## src/ppi_pkg.sv

```systemverilog
// Purpose: Shared constants and types for the power-down / interrupt pin logic
// Assumes: Management accesses are 16-bit words at 5-bit register addresses
// Notes:   Source bit n of the mask pairs with pending bit n + PEND_LSB
package ppi_pkg;

  // ----------------------------------------------------------------
  // Register map
  // ----------------------------------------------------------------
  localparam logic [4:0] ADDR_BASIC_CTL = 5'h00;
  localparam logic [4:0] ADDR_IRQ_CTL   = 5'h11;
  localparam logic [4:0] ADDR_IRQ_STAT  = 5'h12;

  // ----------------------------------------------------------------
  // Field positions and sizes
  // ----------------------------------------------------------------
  localparam int BIT_POWER_DOWN = 11;
  localparam int BIT_PIN_AS_IRQ = 0;
  localparam int BIT_IRQ_OUT_EN = 1;
  localparam int MASK_LSB       = 0;
  localparam int PEND_LSB       = 8;
  localparam int SRC_MAX        = 8;
  localparam int SRC_LINK       = 5;
  localparam int SRC_ENERGY     = 6;
  localparam int PORT_COUNT     = 2;

  // ----------------------------------------------------------------
  // Reset values
  // ----------------------------------------------------------------
  localparam logic [15:0] RST_WORD = 16'h0000;
  localparam logic [7:0]  RST_BYTE = 8'h00;

  // ----------------------------------------------------------------
  // Management access request
  // ----------------------------------------------------------------
  typedef struct packed {
    logic        port;
    logic [4:0]  addr;
    logic [15:0] wdata;
    logic        wr;
    logic        rd;
  } ppi_req_t;

endpackage

```

## src/ppi_irq_ctrl.sv

```systemverilog
// Purpose: Per-port power-down input / interrupt output and its registers
// Assumes: Inputs synchronous to clk; one management access per cycle
// Notes:   Read data appears one cycle after the read strobe
//          Pin drive is combinational, so a masked event reaches the pad at once
//          A clearing read never drops an event of the same cycle
//
// Contract
// - After reset, pin is power-down input
// - Control bit 0 turns pin into interrupt
// - Each port owns its own pin
// - Low pin equals basic control power-down
// - Weak pull-up; external low requests power-down
// - Pin held low at reset powers down
// - Registers answer in power-down; select releases
// - All interrupt sources masked after reset
// - Control bit 1, with bit 0 set, drives masked sources out
// - Enabled event pulls pin low asynchronously
// - Status high byte shows all pending
// - Status read clears pending, pin released
// - Writing 0060h enables link, energy sources
`timescale 1ns/1ps
`default_nettype none

module ppi_irq_ctrl #(
  parameter int NPORTS = ppi_pkg::PORT_COUNT,
  parameter int NSRC   = ppi_pkg::SRC_MAX
) (
  // Clock and reset
  input  wire logic                        clk,
  input  wire logic                        rst_n,
  // Management access
  input  wire ppi_pkg::ppi_req_t           regReq,
  output logic [15:0]                      rdData,
  output logic                             rdValid,
  // Interrupt sources, one pulse or level per source
  input  wire logic [NPORTS-1:0][NSRC-1:0] srcEvent,
  // Shared pins
  input  wire logic [NPORTS-1:0]           pinIn,
  output logic      [NPORTS-1:0]           pinOut,
  output logic      [NPORTS-1:0]           pinOe,
  // Port power state
  output logic      [NPORTS-1:0]           powerDown
);

  // ----------------------------------------------------------------
  // Elaboration checks
  // ----------------------------------------------------------------
  if (NPORTS != ppi_pkg::PORT_COUNT) begin : g_bad_ports
    $error("NPORTS must match the one-bit port select");
  end
  if (NSRC < 1 || NSRC > ppi_pkg::SRC_MAX) begin : g_bad_src
    $error("NSRC must lie between 1 and 8");
  end
  if (ppi_pkg::MASK_LSB + NSRC > ppi_pkg::PEND_LSB) begin : g_bad_mask
    $error("Mask field would overlap the pending field");
  end
  if (ppi_pkg::PEND_LSB + NSRC > $bits(rdData)) begin : g_bad_pend
    $error("Pending field does not fit the data word");
  end
  if (ppi_pkg::BIT_POWER_DOWN >= $bits(rdData)) begin : g_bad_pd
    $error("Power-down bit lies outside the data word");
  end
  if (ppi_pkg::BIT_PIN_AS_IRQ == ppi_pkg::BIT_IRQ_OUT_EN) begin : g_bad_ctl
    $error("Control bits must be distinct");
  end

  // ----------------------------------------------------------------
  // Helpers
  // ----------------------------------------------------------------
  function automatic logic regHit(input ppi_pkg::ppi_req_t req, input int p,
                                  input logic [4:0] addr);
    regHit = (req.port == 1'(p)) && (req.addr == addr);
  endfunction

  // ----------------------------------------------------------------
  // Register state
  // ----------------------------------------------------------------
  logic [NPORTS-1:0]           basicPowerDown;
  logic [NPORTS-1:0]           pinAsIrq;
  logic [NPORTS-1:0]           irqOutEnable;
  logic [NPORTS-1:0][NSRC-1:0] irqMask;
  logic [NPORTS-1:0][NSRC-1:0] irqPending;
  logic [NPORTS-1:0][NSRC-1:0] next_irqPending;
  logic [NPORTS-1:0]           irqAssert;
  logic [NPORTS-1:0]           pinPowerDown;
  logic [NPORTS-1:0]           next_powerDown;
  logic [NPORTS-1:0]           wrBasic;
  logic [NPORTS-1:0]           wrCtl;
  logic [NPORTS-1:0]           wrStat;
  logic [NPORTS-1:0]           rdStat;
  logic [15:0]                 next_rdData;

  // ----------------------------------------------------------------
  // Access decode, one write strobe per port and register, plus a read strobe for the status register
  // ----------------------------------------------------------------
  always_comb begin
    for (int p = 0; p < NPORTS; p++) begin
      wrBasic[p] = regReq.wr && regHit(regReq, p, ppi_pkg::ADDR_BASIC_CTL);
      wrCtl[p]   = regReq.wr && regHit(regReq, p, ppi_pkg::ADDR_IRQ_CTL);
      wrStat[p]  = regReq.wr && regHit(regReq, p, ppi_pkg::ADDR_IRQ_STAT);
      rdStat[p]  = regReq.rd && regHit(regReq, p, ppi_pkg::ADDR_IRQ_STAT);
    end
  end

  // Sources that the mask lets through
  function automatic logic [NSRC-1:0] maskedEvents(input int p);
    maskedEvents = srcEvent[p] & irqMask[p];
  endfunction

  // ----------------------------------------------------------------
  // Basic control register, power-down bit
  // ----------------------------------------------------------------
  always_ff @(posedge clk or negedge rst_n) begin
    if (!rst_n) begin
      basicPowerDown <= '0;
    end else begin
      for (int p = 0; p < NPORTS; p++) begin
        if (wrBasic[p]) begin
          basicPowerDown[p] <= regReq.wdata[ppi_pkg::BIT_POWER_DOWN];
        end
      end
    end
  end

  // ----------------------------------------------------------------
  // Interrupt control register
  // ----------------------------------------------------------------
  // Pin starts as power-down input
  always_ff @(posedge clk or negedge rst_n) begin
    if (!rst_n) begin
      pinAsIrq     <= '0;
      irqOutEnable <= '0;
    end else begin
      for (int p = 0; p < NPORTS; p++) begin
        if (wrCtl[p]) begin
          pinAsIrq[p]     <= regReq.wdata[ppi_pkg::BIT_PIN_AS_IRQ];
          irqOutEnable[p] <= regReq.wdata[ppi_pkg::BIT_IRQ_OUT_EN];
        end
      end
    end
  end

  // ----------------------------------------------------------------
  // Interrupt mask, low byte of status register
  // ----------------------------------------------------------------
  // Masks cleared at reset
  always_ff @(posedge clk or negedge rst_n) begin
    if (!rst_n) begin
      for (int p = 0; p < NPORTS; p++) begin
        irqMask[p] <= ppi_pkg::RST_BYTE[NSRC-1:0];
      end
    end else begin
      for (int p = 0; p < NPORTS; p++) begin
        if (wrStat[p]) begin
          irqMask[p] <= regReq.wdata[ppi_pkg::MASK_LSB +: NSRC];
        end
      end
    end
  end

  // ----------------------------------------------------------------
  // Pending bits, high byte of status register
  // ----------------------------------------------------------------
  always_comb begin
    for (int p = 0; p < NPORTS; p++) begin
      next_irqPending[p] = irqPending[p];
      if (rdStat[p]) begin
        next_irqPending[p] = '0;
      end
      next_irqPending[p] = next_irqPending[p] | maskedEvents(p);
    end
  end

  always_ff @(posedge clk or negedge rst_n) begin
    if (!rst_n) begin
      irqPending <= '0;
    end else begin
      irqPending <= next_irqPending;
    end
  end

  // ----------------------------------------------------------------
  // Read path
  // ----------------------------------------------------------------
  // Reads served in power-down
  function automatic logic [15:0] readWord(input int p, input logic [4:0] addr);
    logic [15:0] w;
    w = ppi_pkg::RST_WORD;
    case (addr)
      ppi_pkg::ADDR_BASIC_CTL: begin
        w[ppi_pkg::BIT_POWER_DOWN] = basicPowerDown[p];
      end
      ppi_pkg::ADDR_IRQ_CTL: begin
        w[ppi_pkg::BIT_PIN_AS_IRQ] = pinAsIrq[p];
        w[ppi_pkg::BIT_IRQ_OUT_EN] = irqOutEnable[p];
      end
      ppi_pkg::ADDR_IRQ_STAT: begin
        w[ppi_pkg::PEND_LSB +: NSRC] = irqPending[p];
        w[ppi_pkg::MASK_LSB +: NSRC] = irqMask[p];
      end
      default: begin
        w = ppi_pkg::RST_WORD;
      end
    endcase
    readWord = w;
  endfunction

  // Unmapped addresses and idle cycles read as zero
  always_comb begin
    next_rdData = ppi_pkg::RST_WORD;
    if (regReq.rd) begin
      next_rdData = readWord(int'(regReq.port), regReq.addr);
    end
  end

  always_ff @(posedge clk or negedge rst_n) begin
    if (!rst_n) begin
      rdData <= ppi_pkg::RST_WORD;
    end else begin
      rdData <= next_rdData;
    end
  end

  // ----------------------------------------------------------------
  // Read strobe
  // ----------------------------------------------------------------
  always_ff @(posedge clk or negedge rst_n) begin
    if (!rst_n) begin
      rdValid <= 1'b0;
    end else begin
      rdValid <= regReq.rd;
    end
  end

  // ----------------------------------------------------------------
  // Interrupt request, combinational from the source
  // ----------------------------------------------------------------
  always_comb begin
    for (int p = 0; p < NPORTS; p++) begin
      irqAssert[p] = irqOutEnable[p]
                   & (|(irqPending[p] | maskedEvents(p)));
    end
  end

  // ----------------------------------------------------------------
  // Pin cells, one per port
  // ----------------------------------------------------------------
  // Independent pin per port
  for (genvar p = 0; p < NPORTS; p++) begin : g_pin
    ppi_pin_cell u_cell (
      .pinAsIrq     (pinAsIrq[p]),
      .irqAssert    (irqAssert[p]),
      .pinIn        (pinIn[p]),
      .pinOut       (pinOut[p]),
      .pinOe        (pinOe[p]),
      .pinPowerDown (pinPowerDown[p])
    );
  end

  // ----------------------------------------------------------------
  // Power state
  // ----------------------------------------------------------------
  // Pin low acts as power-down bit
  always_comb begin
    for (int p = 0; p < NPORTS; p++) begin
      next_powerDown[p] = basicPowerDown[p] | pinPowerDown[p];
    end
  end

  always_ff @(posedge clk or negedge rst_n) begin
    if (!rst_n) begin
      powerDown <= '0;
    end else begin
      powerDown <= next_powerDown;
    end
  end

endmodule

`default_nettype wire

```

## src/ppi_pin_cell.sv

```systemverilog
// Purpose: One shared power-down / interrupt pin, open-drain style
// Assumes: The pad pull-up makes an undriven pin read high
// Notes:   Interrupt drive is purely combinational, no clock in the path
`timescale 1ns/1ps
`default_nettype none

module ppi_pin_cell (
  // Mode and request
  input  wire logic pinAsIrq,
  input  wire logic irqAssert,
  // Pad
  input  wire logic pinIn,
  output logic      pinOut,
  output logic      pinOe,
  // Power-down request seen on the pin
  output logic      pinPowerDown
);

  // ----------------------------------------------------------------
  // Output side
  // ----------------------------------------------------------------
  // Drive low without clock
  assign pinOut = 1'b0;
  assign pinOe  = pinAsIrq & irqAssert;

  // ----------------------------------------------------------------
  // Input side
  // ----------------------------------------------------------------
  // Undriven high means run
  assign pinPowerDown = ~pinAsIrq & ~pinIn;

endmodule

`default_nettype wire

```

## config.mk

```make
export PLATFORM = sky130hd
export DESIGN_NAME = ppi_irq_ctrl
export DESIGN_NICKNAME = d
export VERILOG_FILES = /design/src/ppi_pkg.sv /design/src/ppi_irq_ctrl.sv /design/src/ppi_pin_cell.sv
export SDC_FILE = /design/constraint.sdc
export NUM_CORES = 1
export LEC_CHECK = 0
export ABC_CLOCK_PERIOD_IN_PS = 1400
export BUFFER_PORTS_ARGS = -buffer_cell sky130_fd_sc_hd__buf_2
export CAP_MARGIN = 20
export CORE_MARGIN = 4
export CORE_UTILIZATION = 48
export DETAILED_ROUTE_END_ITERATION = 8
export MAX_ROUTING_LAYER = met4
export PLACE_DENSITY_LB_ADDON = 0.15
export SETUP_SLACK_MARGIN = 0.3
export SYNTH_ARGS = -nofsm -noshare
export SYNTH_HDL_FRONTEND = slang
export SYNTH_SLANG_ARGS = --single-unit
```

## constraint.sdc

```tcl
create_clock -name clk -period 1.4 [get_ports clk]
set_input_delay 0 -clock clk [delete_from_list [all_inputs] [get_ports clk]]
set_output_delay 0 -clock clk [all_outputs]
set_load 0.1 [all_outputs]
```

==> results of run 1 <==
==> power by group <==
group	switching (mW)	leakage, nW	internal, mW
Sequential	0.184	0.708	1.88
Combinational	0.510	1.06	0.577
Clock	0.618	0.0887	0.668
Total	1.31	1.85	3.13
==> per-layer routing <==
metal / wire (um) / vias up / track usage / part of all wire
met3: 332 / 10 / 0.0598 / 0.050
met4: 84 / 0 / 0.0842 / 0.013
li1: - / 915 / - / -
met1: 2810 / 1012 / 0.277 / 0.42
met5: 0 / - / - / 0
met2: 3420 / 72 / 0.391 / 0.51
==> cells by family (layout without fill, tap and decap cells) <==
group	after synthesis	after routing	synth area share
muxes	28	28	0.141
buffers and inverters	12	142	0.0321
and+or+nand+nor	33	33	0.0924
AOI/OAI and AO/OA	44	44	0.152
DFF	57	57	0.582
other	1	2	0.00153
==> worst max-delay path by stage <==
stage / startpoint / endpoint / slack, ns
global route: irqPending[15] / pinOe[1] / -0.33
detailed placement: regReq[21] / irqPending[3] / -0.17
finish: irqPending[15] / pinOe[1] / -0.27
CTS: irqPending[15] / pinOe[1] / -0.31
floorplan: regReq[21] / irqOutEnable[0] / 0.06
global placement: regReq[21] / irqPending[3] / -0.13
==> worst max-delay path, delay by kind of cell, from the launching register on <==
kind | cells | cell delay [ns]
and+or+nand+nor | 2 | 0.41
DFF | 1 | 0.41
AOI/OAI and AO/OA | 1 | 0.33
buffers and inverters | 1 | 0.19
==> sequential cells by signal (all words and copies together), names as in the netlist <==
register        cells
basicPowerDown      2
irqOutEnable        2
rdData             16
irqPending         16
powerDown           2
irqMask            16
pinAsIrq            2
rdValid             1
==> what timing repair did <==
action,in CTS,in global routing
endpoints found under the hold margin,101,0
hold buffers,29,0
setup endpoints to repair,33,37
pin swaps,3,0
gates cloned,0,0
gates resized for setup,13,24
==> cell usage in the layout, fill, tap and decap left out, types with 3 or more instances in the layout <==
master / n
dlygate4sd3_1: 29
buf_12: 3
dfrtp_1: 57
clkinv_2: 4
nand2_1: 8
buf_4: 34
buf_2: 43
clkbuf_4: 11
mux2_2: 4
nor3_2: 3
a22o_1: 29
o21a_1: 3
nor3_1: 6
buf_6: 7
clkbuf_8: 10
a22oi_1: 7
or3b_4: 3
mux2_4: 18
mux2i_1: 5
==> area by class of cell <==
class / count / area (um^2) / share of cell area
clock buffer: 11 / 141 / 0.0383
tap: 67 / 83.8 / 0.0227
timing repair buffer: 127 / 982 / 0.266
multi-input combinational: 107 / 1040 / 0.282
sequential: 57 / 1430 / 0.386
clock inverter: 4 / 20.0 / 0.00542
==> metrics by stage <==
step	hold slack, ns	total power, mW
after floorplan	-0.296	2.55
after global placement	0.0145	3.00
after detailed placement	0.0223	3.04
after CTS	0.124	4.41
after global routing	0.132	4.63
final	0.134	4.44
==> reports/metrics.csv, run 1 <==
metric;value;unit
outcome;finished with violations;
failing checks;negative setup slack;
clk slew on worst S/H paths;0.06;ns
setup repair bufs after CTS;0;
reg-to-reg slack, setup;0.33;ns
Initial Util;0.506;
Vias/cell;5.39;
number of synthesized flops with an enable pin;0;
vias in the first global route;2295;
Inserted Clock Buffers;9;
total number of yosys warnings;0;
gate count of the mapped netlist;175;
largest cells by area after synthesis;dfrtp_1 (58%), a22o_1 (10%), mux2_4 (6.1%);
final setup fails;2;
Core Area;4850;um^2
final setup margin;-0.267;ns
power density cells;1200;nW/um^2
Tcrit/Tclk final;1.19;
# port buffers;57;
Unique masters post-synth;28;
Die Wd;79.5;um
f_max;600;MHz
worst min path class;input pin to register;
die height;79.5;um
area of the die;6320;um^2
diode count;0;
Synth top area share;0.582;
CTS tree;done;
CTS max path bufs;2;
crit-path cells;nor4_4 > nand2_1 > o311a_1 > buf_6;
worst reg2reg path endpoint;rdData[1];
Slew Viols, Final;0;
Num Clock Sinks;57;
gr usage total;0.235;
setup_tns;-0.465;ns
Worst Reg-to-Reg Cells;4;
Residual DRC;0;
fin area;3690;um^2
max cap viols;0;
first-pass GRT wire length;10900;um
Pre-Repair DR Iteration Count;6;
via count;2009;
Routed wire per std cell;17.8;um
final hold violations;0;
Remaining Overflow, GRT;0;
Cell Count, Final, Fillers Out;373;
required time worst endpoint;1.40;ns
mapped cell area;2450;um^2
Main synth FF type;dfrtp_1;
# fillers;306;
maximum fanout along the worst path;2;
post-layout util;0.762;
fraction of registers with async set/reset;1.00;
fin crit period;1.67;ns
HPWL Detailed;4510;um
Critical R2R Launch;irqMask[9];
Leakage Power;1.85;nW
placed cell areas;3100;um^2
area leader, netlist;dfrtp_1;
top cells by count, synth;dfrtp_1 (57), a22o_1 (29), mux2_2 (12), mux2_4 (10);
share of layout cells above drive strength 1;0.490;
antenna-violating nets left;0;
#FFs+latches synth;57;
final net count;346;
startpoint types;register;
Hold EP;rdData[11];
Worst-Skew Late Latency;0.33;ns
Layout Area Growth over Synthesis;50.7;%
Layout Skew;0.00546;ns
largest net degree at the start of global routing;58;
CP arrival;1.67;ns
CP max-delay cell;dfrtp_1;
most common cell in the netlist;dfrtp_1;
Setup crit end kind;output port;
VDD IR-drop max;0.720;mV
post-placement cell count;329;
final WL;6640;um
Ports;67;
antenna violations before repair;0;
worst min-delay path startpoint;regReq[20];
H-tree level count;3;
sequential share of the synthesized area;0.582;
Initial DRC Count;96;
Worst path max stage delay;0.41;ns
pre-CTS setup slack;-0.170;ns
WHS Path Cells;4;
gpl congestion;0.834;
clock root buffer;clkbuf_8;
site row count;25;
RSZ-0062 raised after global routing;true;
critical path type;register to output port;
mean area per synthesized cell;14.0;um^2
Note: power is estimated with default switching activity, not from simulation.
==> inputs of run 2 (changes only) <==
--- a/config.mk
+++ b/config.mk
@@ -8,9 +8,11 @@
 export ABC_CLOCK_PERIOD_IN_PS = 1400
 export BUFFER_PORTS_ARGS = -buffer_cell sky130_fd_sc_hd__buf_2
 export CAP_MARGIN = 20
+export CORE_ASPECT_RATIO = 1.2
 export CORE_MARGIN = 4
 export CORE_UTILIZATION = 48
 export DETAILED_ROUTE_END_ITERATION = 8
+export GPL_TIMING_DRIVEN = 0
 export MAX_ROUTING_LAYER = met4
 export PLACE_DENSITY_LB_ADDON = 0.15
 export SETUP_SLACK_MARGIN = 0.3
==> run 2 against run 1 <==
  * Fmax fell by 6.7%
  * Die area about the same
  * The run still ends with negative setup slack left
  * Utilization fell by 2.3 points
  * Highest routed layer unchanged
  * Largest power group unchanged
==> reports/metrics.csv, run 2 (synthesis results as in run 1) <==
metric;value;unit
outcome;finished with violations;
failing checks;negative setup slack;
Clk pwr share;0.352;
CTS tree;done;
reg-to-reg slack, setup;0.37;ns
final WL;6370;um
commonest non-fill, non-tap cell in the layout;dfrtp_1;
Largest regs;irqMask: 16 flops, irqPending: 16 flops, rdData: 16 flops;
vias in the first global route;2030;
Initial DRC Count;133;
Seq pwr share;0.466;
CTS max path bufs;2;
Num Clock Sinks;57;
worst reg2reg path endpoint;rdData[11];
Routed wire per std cell;18.3;um
most frequent cells in the layout;dfrtp_1 (57), buf_2 (42), a22o_1 (29), dlygate4sd3_1 (29), mux2_4 (18);
setup_tns;-0.747;ns
Core Area;4940;um^2
Inserted Clock Buffers;9;
f_max;560;MHz
fin crit period;1.79;ns
share of layout cells above drive strength 1;0.458;
die height;86.3;um
maximum fanout along the worst path;2;
# fillers;319;
H-tree level count;3;
CP max-delay cell;dfrtp_1;
CP top delay family;simple AND/OR/NAND/NOR gates;
Slew headroom;0.616;
CP startpoint;irqPending[15];
combinational share of power;0.182;
crit path to;pinOe[1];
Net Switching;1.31;mW
Layout Skew;0.00742;ns
clock root buffer;clkbuf_8;
critical path type;register to output port;
Worst-Skew Late Latency;0.34;ns
Leakage Power;1.80;nW
power density cells;1260;nW/um^2
max cap viols;0;
Tcrit/Tclk final;1.28;
Layout Area Growth over Synthesis;48.9;%
Buffers & Inverters on Critical Path;2;
Critical Path Stages;5;
antenna violations before repair;0;
diode count;0;
HPWL Detailed;4100;um
gpl congestion;0.741;
P_int;3.29;mW
# port buffers;57;
Most common cell on crit path;buf_12;
first-pass GRT wire length;9900;um
Remaining Overflow, GRT;0;
worst min path class;input pin to register;
largest net degree at the start of global routing;34;
Pre-Repair DR Iteration Count;5;
antenna-violating nets left;0;
Die Wd;73.3;um
CP arrival;1.79;ns
Worst path max stage delay;0.39;ns
Critical R2R Launch;irqPending[3];
final hold violations;0;
Slew Viols, Final;0;
site row count;28;
startpoint types;register;
Ports;67;
RSZ-0062 raised after global routing;true;
clk slew on worst S/H paths;0.06;ns
final net count;327;
Worst Reg-to-Reg Cells;4;
gr usage total;0.219;
post-layout util;0.739;
required time worst endpoint;1.40;ns
VDD IR-drop max;0.671;mV
Setup crit end kind;output port;
final setup fails;2;
area of the die;6320;um^2
final setup margin;-0.387;ns
Fin Hold WS;0.0110;ns
via count;1893;
worst min-delay path startpoint;regReq[22];
Residual DRC;0;
Vias/cell;5.44;
Worst Max-Slew Pin Slew;0.576;ns
crit-path cells;nor4_2 > nand2_1 > o311a_1 > buf_12 > buf_12;
Initial Util;0.496;
Sw Ratio;0.285;
[run 2: metal layers]
layer | routed length (um) | vias to the layer above | part of all wire | GRT usage
met2 | 3310 | 71 | 0.52 | 0.352
met4 | 142 | 0 | 0.022 | 0.111
li1 | - | 881 | - | -
met1 | 2550 | 924 | 0.40 | 0.260
met3 | 360 | 17 | 0.057 | 0.0418
met5 | 0 | - | 0 | -
[run 2: cell type report]
cell class / instances / area, um^2 / area share
Clock inverter: 2 / 35.0 / 0.00960
Tap cell: 60 / 75.1 / 0.0206
Timing Repair Buffer: 96 / 751 / 0.206
Buffer: 12 / 138 / 0.0377
Clock buffer: 14 / 173 / 0.0473
Multi-Input combinational cell: 107 / 1050 / 0.289
Sequential cell: 57 / 1430 / 0.391
[run 2: worst min-delay path by stage]
| stage | slack [ns] | endpoint | depth (start not counted) |
|---|---|---|---|
| finish | 0.01 | rdData[11] | 3 |
| global route | 0.02 | rdData[11] | 3 |
| CTS | 0.02 | rdData[11] | 3 |
| detailed placement | 0.03 | irqMask[12] | 1 |
| global placement | 0.18 | powerDown[1] | 2 |
| floorplan | -0.30 | basicPowerDown[0] | 0 |
[run 2: power by group through the flow]
| stage | Combinational [mW] | Clock (mW) | Sequential (mW) |
|---|---|---|---|
| after floorplan | 0.375 | 0 | 2.17 |
| after global placement | 0.644 | 0 | 2.14 |
| after detailed placement | 0.663 | 0 | 2.14 |
| after CTS | 0.779 | 1.62 | 2.12 |
| after global routing | 0.893 | 1.70 | 2.18 |
| final | 0.837 | 1.62 | 2.14 |
[run 2: per-stage QoR]
step,total power [mW],setup slack [ns],cells,instance area [um^2]
floorplan,2.55,0.0582,176,2520
global placement,2.78,-0.277,293,2880
detailed placement,2.80,-0.294,294,2900
CTS,4.53,-0.382,343,3540
global route,4.77,-0.418,348,3650
finish,4.60,-0.387,348,3650
[run 2: what timing repair did]
item                                    CTS  global route
pin swaps                                 8             8
cloned                                    0             1
hold endpoints to repair                 68             0
hold buffers                             29             0
endpoints found under the setup margin   41            52
setup buffers                             4             4
resized for setup                        27            22
[run 2: worst reg2reg max path, cell delays in order, from the launching register on]
cell and delay (ns):
dfrtp_1 0.40, buf_4 0.15, mux2i_1 0.14, nor3_1 0.07
o21a_1 0.17
